### src/dcap_params.svh
// constants for the device capability register bank
// Function
// core word bit 20 reports modulator present
// core word bit 16 reports converter present
// bits 15:12 hold minimum divider 0x9
// bits 11:8 hold maximum converter rate 0x1
// core word bit 7 reports protection unit
// core word bit 5 reports temperature sensor
// core word bit 4 reports loop present
// core word bit 3 reports watchdog present
// bits 2..0 report trace, two-wire, scan ports
// marked core bits mask all gating words
// unmarked gating bits always read zero
// converter speed clipped to maximum rate
// unit word bits 25,24 report comparators
// unit word bits 17,16 report timers
// unit word bits 4,0 serial, first uart
// pin word bits 26,24 capture pins; 25 reserved
// pin word bits 18..16 converter inputs
// pin word bits 11..6 comparator pins
// pin word bits 1,0 modulator pins
// reserved bits read-only, software ignores them
// writes to capability words change nothing
`ifndef DCAP_PARAMS_SVH
`define DCAP_PARAMS_SVH

`define DCAP_ADDR_W        12
`define DCAP_OFS_CORE      12'h010
`define DCAP_OFS_UNIT      12'h014
`define DCAP_OFS_PIN       12'h018
`define DCAP_OFS_RUN_GATE  12'h100
`define DCAP_OFS_SLP_GATE  12'h104
`define DCAP_OFS_DSL_GATE  12'h108

`define DCAP_BIT_PWM       20
`define DCAP_BIT_ADC       16
`define DCAP_DIV_HI        15
`define DCAP_DIV_LO        12
`define DCAP_RATE_HI       11
`define DCAP_RATE_LO       8
`define DCAP_BIT_MPU       7
`define DCAP_BIT_TEMP      5
`define DCAP_BIT_PLL       4
`define DCAP_BIT_WDT       3
`define DCAP_BIT_TRACE     2
`define DCAP_BIT_SWDBG     1
`define DCAP_BIT_SCAN      0

`define DCAP_MIN_DIV_VAL   4'h9
`define DCAP_MAX_RATE_VAL  4'h1
`define DCAP_UNIT_VAL      32'h0303_0011
`define DCAP_PIN_VAL       32'h0507_0fc3
`define DCAP_GATE_MARK     32'h0011_0f0f
`define DCAP_GATE_RST      32'h0000_0000

`endif

### src/dcap_pkg.sv
// types for the device capability register bank
package dcap_pkg;

   typedef struct packed {
      logic [11:0] addr;
      logic [31:0] wdata;
      logic        wr;
      logic        rd;
   } dcap_req_t;

   typedef enum logic [2:0] {
      DCAP_SEL_NONE = 3'h0,
      DCAP_SEL_CORE = 3'h1,
      DCAP_SEL_UNIT = 3'h2,
      DCAP_SEL_PIN  = 3'h3,
      DCAP_SEL_RUN  = 3'h4,
      DCAP_SEL_SLP  = 3'h5,
      DCAP_SEL_DSL  = 3'h6
   } dcap_sel_t;

   typedef struct packed {
      logic [31:0]       rdata;
      logic              rvalid;
      logic [2:0][31:0]  gate;
   } dcap_state_t;

endpackage : dcap_pkg

### src/dcap_regs.sv
// device capability words and capability-masked clock gating words
//
// The address-and-strobe port was chosen for this implementation.
`timescale 1ns/10ps
`include "dcap_params.svh"

module dcap_regs (
   input  wire  logic               core_clk,
   input  wire  logic               rst,
   input  wire  dcap_pkg::dcap_req_t req,
   output logic [31:0]              reg_rdata,
   output logic                     reg_rvalid,
   output logic [31:0]              run_gating_word_zero,
   output logic [31:0]              sleep_gating_word_zero,
   output logic [31:0]              deep_sleep_gating_word_zero
);
   import dcap_pkg::*;

   dcap_state_t st;
   dcap_state_t next_st;

   // register select from address
   function automatic dcap_sel_t dcap_decode(input logic [11:0] a);
      case (a)
         `DCAP_OFS_CORE:     dcap_decode = DCAP_SEL_CORE;
         `DCAP_OFS_UNIT:     dcap_decode = DCAP_SEL_UNIT;
         `DCAP_OFS_PIN:      dcap_decode = DCAP_SEL_PIN;
         `DCAP_OFS_RUN_GATE: dcap_decode = DCAP_SEL_RUN;
         `DCAP_OFS_SLP_GATE: dcap_decode = DCAP_SEL_SLP;
         `DCAP_OFS_DSL_GATE: dcap_decode = DCAP_SEL_DSL;
         default:            dcap_decode = DCAP_SEL_NONE;
      endcase
   endfunction : dcap_decode

   // core feature word, built field by field
   function automatic logic [31:0] dcap_core_word();
      logic [31:0] w;
      w = 32'h0000_0000;
      w[`DCAP_BIT_PWM] = 1'b1;
      w[`DCAP_BIT_ADC] = 1'b1;
      w[`DCAP_DIV_HI:`DCAP_DIV_LO] = `DCAP_MIN_DIV_VAL;
      w[`DCAP_RATE_HI:`DCAP_RATE_LO] = `DCAP_MAX_RATE_VAL;
      w[`DCAP_BIT_MPU] = 1'b1;
      w[`DCAP_BIT_TEMP] = 1'b1;
      w[`DCAP_BIT_PLL] = 1'b1;
      w[`DCAP_BIT_WDT] = 1'b1;
      w[`DCAP_BIT_TRACE] = 1'b1;
      w[`DCAP_BIT_SWDBG] = 1'b1;
      w[`DCAP_BIT_SCAN] = 1'b1;
      return w;
   endfunction : dcap_core_word

   // gating write: absent units and unmarked bits forced low, speed clipped
   function automatic logic [31:0] dcap_mask_gate(input logic [31:0] wd);
      logic [31:0] cw;
      logic [31:0] m;
      logic [3:0]  spd;
      cw  = dcap_core_word();
      m   = wd & `DCAP_GATE_MARK & cw;
      spd = wd[`DCAP_RATE_HI:`DCAP_RATE_LO];
      if (spd > cw[`DCAP_RATE_HI:`DCAP_RATE_LO]) begin
         spd = cw[`DCAP_RATE_HI:`DCAP_RATE_LO];
      end
      m[`DCAP_RATE_HI:`DCAP_RATE_LO] = spd;
      return m;
   endfunction : dcap_mask_gate

   always_comb begin
      dcap_sel_t sel;
      sel           = dcap_decode(req.addr);
      next_st       = st;
      next_st.rdata = 32'h0000_0000;
      next_st.rvalid = req.rd;
      // capability words ignore writes entirely
      if (req.wr) begin
         for (int i = 0; i < 3; i++) begin
            if (sel == dcap_sel_t'(DCAP_SEL_RUN + i)) begin
               next_st.gate[i] = dcap_mask_gate(req.wdata);
            end
         end
      end
      if (req.rd) begin
         unique case (sel)
            DCAP_SEL_CORE: next_st.rdata = dcap_core_word();
            DCAP_SEL_UNIT: next_st.rdata = `DCAP_UNIT_VAL;
            DCAP_SEL_PIN:  next_st.rdata = `DCAP_PIN_VAL;
            DCAP_SEL_RUN:  next_st.rdata = st.gate[0];
            DCAP_SEL_SLP:  next_st.rdata = st.gate[1];
            DCAP_SEL_DSL:  next_st.rdata = st.gate[2];
            DCAP_SEL_NONE: next_st.rdata = 32'h0000_0000;
         endcase
      end
   end

   always_ff @(posedge core_clk or posedge rst) begin
      if (rst) begin
         st.rdata  <= 32'h0000_0000;
         st.rvalid <= 1'b0;
         st.gate   <= {3{`DCAP_GATE_RST}};
      end else begin
         st <= next_st;
      end
   end

   assign reg_rdata                   = st.rdata;
   assign reg_rvalid                  = st.rvalid;
   assign run_gating_word_zero        = st.gate[0];
   assign sleep_gating_word_zero      = st.gate[1];
   assign deep_sleep_gating_word_zero = st.gate[2];
endmodule : dcap_regs

### config.mk
export PLATFORM = sky130hd
export DESIGN_NAME = dcap_regs
export DESIGN_NICKNAME = d
export VERILOG_FILES = /design/src/dcap_pkg.sv /design/src/dcap_regs.sv
export VERILOG_INCLUDE_DIRS = /design/src
export SDC_FILE = /design/constraint.sdc
export NUM_CORES = 1
export LEC_CHECK = 0
export BUFFER_PORTS_ARGS = -buffer_cell sky130_fd_sc_hd__buf_2
export CAP_MARGIN = 20
export CORE_AREA = 2 2 83 85
export DETAILED_ROUTE_END_ITERATION = 16
export DIE_AREA = 0 0 85 87
export GPL_TIMING_DRIVEN = 0
export MAX_ROUTING_LAYER = met4
export PLACE_DENSITY = 0.8
export SYNTH_ARGS = -nofsm -noshare
export SYNTH_HDL_FRONTEND = slang
export SYNTH_SLANG_ARGS = --single-unit
### constraint.sdc
create_clock -name core_clk -period 1.4 [get_ports core_clk]
set_input_delay 0.14 -clock core_clk [delete_from_list [all_inputs] [get_ports core_clk]]
set_output_delay 0.14 -clock core_clk [all_outputs]
set_load 0.01 [all_outputs]
==> impl_metrics.py <==
metrics = {
    "cells_and_area": {
        "finalNonFillerCells": 498,
        "diodes": 0,
        "syn2layout_area_growth_pct": 40.0,
        "nets": 465,
        "drive_above_1_share": 0.517,
        "final_util": 0.571,
    },
    "synth": {
        "synth_top_cells_by_count": "buf_4 (84), dfrtp_1 (47), mux2_2 (22)",
        "async_reset_ff_frac": 1.00,
        "synthCells": 247,
        "synth_edf_count": 0,
        "yosysMostFrequentCell": "buf_4",
        "ys.flop_type": "dfrtp_1",
        "seq_area_frac_synth": 0.439,
        "yosysUniqueCellTypes": 37,
        "syn-mean-instance-area_um2": 10.9,
        "yosys.area.top_type": "dfrtp_1",
        "synth_area_leaders": "dfrtp_1 (44%), buf_4 (24%), mux2_2 (9.2%)",
        "ys_ff_latch": 47,
        "netlist_area_um2": 2680,
        "synth_top_area_frac": 0.439,
        "yosysWarnings": 0,
    },
    "placed_design": {
        "place_congestion": 0.774,
        "hpwl_mm": 4.61,
        "dpl.cell_count": 479,
        "pre_cts_ws_ps": -609,
        "io_buffers": 75,
    },
    "sta": {
        "period_minus_slack_ps": 1380,
        "slew_headroom": 0.652,
        "tightest_slew_ps": 522,
        "clock_skew_ps": 13.9,
        "setup_viol": 0,
        "fmax_mhz": 724,
        "rsz0062_at_grt": "true",
        "slew_violations": 0,
        "holdWs_ps": 20.0,
        "fin_ws_ps": 17.9,
        "period_share": 0.987,
        "hold_viol": 0,
    },
    "status": {
        "status": "finished clean",
    },
    "worst_setup_path": {
        "worst-path-max-fanout": 8,
        "start_kind": "primary input",
        "crit_path_frequent_cell": "buf_6",
        "cp.depth": 7,
        "crit_chain": "buf_6, nor4_4, buf_4, nand3_2, and2b_1, buf_6, mux2_4",
        "slowest_delay_ps": 310,
        "end_kind": "flip-flop",
        "crit_arrival_ps": 1560,
        "r2r_slack_ps": 80,
        "cp_top_family": "simple AND/OR/NAND/NOR gates",
        "path_buf_inv": 3,
        "r2r_cells": 4,
        "worst_path_max_delay_cell": "mux2_4",
        "critPathRequiredTime_ps": 1580,
        "critPathKind": "primary input to flip-flop",
    },
    "die": {
        "die_w_um": 85,
        "start_util": 0.408,
        "rows": 30,
        "core_um2": 6570,
        "die_h_um": 87,
        "dieArea_um2": 7400,
        "io_pins": 177,
    },
    "clock_network": {
        "numCtsBuffers": 5,
        "root_buffer": "clkbuf_8",
        "cts_tree": "done",
        "clkTransAtPathRegs_ps": 80,
        "clock_latency_ps": 300,
        "htree_num_levels": 2,
        "clk_path_buf_depth": 2,
        "clkSinkCount": 47,
    },
    "global_routing": {
        "first_global_vias": 1836,
        "overflow": 0,
        "grt_max_degree": 29,
        "groute.usage.overall": 0.167,
        "grt_pass1_wl_mm": 9.32,
        "grt_antenna_before_repair": 0,
    },
    "worst_hold_path": {
        "hold_path_class": "primary input to flip-flop",
        "whs_path_depth": 1,
    },
    "power": {
        "power.leakage_nw": 2.21,
        "power-per-cell-area_nw_per_um2": 707,
        "ir_worst_vdd_v": 0.000592,
    },
    "routing": {
        "wl_mm": 6.08,
        "wl_per_cell_um": 12.2,
        "vias_per_cell": 4.13,
        "drt_iter0_drc": 82,
        "dr.pass1.iters": 4,
        "drc": 0,
        "ant_nets": 0,
        "dr_total_vias": 2056,
    },
    "job": {
        "drv_cap": 0,
    },
}
[final timing paths]
check	from	endpoint
worst max-delay path	req[41]	run_gating_word_zero[20]
worst min-delay path	req[0]	reg_rvalid
worst max register to register	run_gating_word_zero[16]	reg_rdata[16]
worst min register to register	deep_sleep_gating_word_zero[11]	deep_sleep_gating_word_zero[11]
max in group asynchronous	rst	sleep_gating_word_zero[0]
min in group asynchronous	rst	reg_rdata[8]
[power breakdown]
part | internal, W | leakage (nW) | total, W | switching [W]
sequential | 0.00136 | 0.654 | 0.00136 | 0.00000271
combinational | 0.000209 | 1.51 | 0.000436 | 0.000227
clock | 0.000405 | 0.0484 | 0.000853 | 0.000448
total | 0.00197 | 2.21 | 0.00265 | 0.000677
[per-stage QoR]
stage	instance area (µm²)	power, W	setup TNS (ps)
global placement	3490	0.00179	-34820
CTS	3680	0.00266	-86.6
global route	3750	0.00278	-7.52
detailed placement	3510	0.00180	-16710
finish	3750	0.00265	0
floorplan	3010	0.00172	-1810
[per-layer routing]
metal  part of all wire  up-vias  track usage  routed length (µm)
met3              0.089        4       0.0427                 539
met5                  0        -            -                   0
met1               0.41      947        0.200                2460
li1                   -     1004            -                   -
met2               0.50      101        0.284                3030
met4             0.0072        0       0.0390                  44
[layout make-up]
| type | instances | area, µm² |
|---|---|---|
| Fill cell | 579 | 2820 |
| Multi-Input combinational cell | 186 | 1220 |
| Sequential cell | 47 | 1180 |
| Buffer | 89 | 659 |
| Timing Repair Buffer | 87 | 500 |
| Tap cell | 80 | 100 |
| Clock buffer | 7 | 86.3 |
| Clock inverter | 1 | 8.76 |
| Inverter | 1 | 3.75 |
[logic make-up (layout without fill, tap and decap cells)]
logic type | after synthesis | after routing | synth area share
mux | 28 | 28 | 0.115
simple gates | 58 | 58 | 0.147
compound gates | 23 | 23 | 0.0532
flops | 47 | 47 | 0.439
buf+inv | 90 | 185 | 0.245
other cells | 1 | 77 | 0.00140
[state kept, by name, indices dropped and copies added, names as in the netlist]
signal and cells:
reg_rdata 16, deep_sleep_gating_word_zero 10, run_gating_word_zero 10, sleep_gating_word_zero 10, reg_rvalid 1
[repair_timing]
item | CTS | global route
endpoints found under the hold margin | 19 | 0
hold buffers | 1 | 0
endpoints found under the setup margin | 29 | 26
resized for setup | 3 | 15
setup buffers | 7 | 3
pin swaps | 4 | 5
gates cloned | 0 | 0
[cells in the final DEF, fill, tap and decap left out, types with 2 or more instances in the layout]
cell and count:
a21o_1 2, a21oi_1 8, a221oi_1 2, and2_1 6, buf_2 75, buf_4 90
buf_6 6, clkbuf_1 4, clkbuf_8 6, conb_1 77, dfrtp_1 47, mux2_2 8
mux2_4 14, mux2i_1 6, nand2_1 5, nand2b_1 2, nand4b_1 2, nor2_1 13
nor2b_1 12, nor3b_2 2, o21ai_0 6
Note: power is estimated with default switching activity, not from simulation.
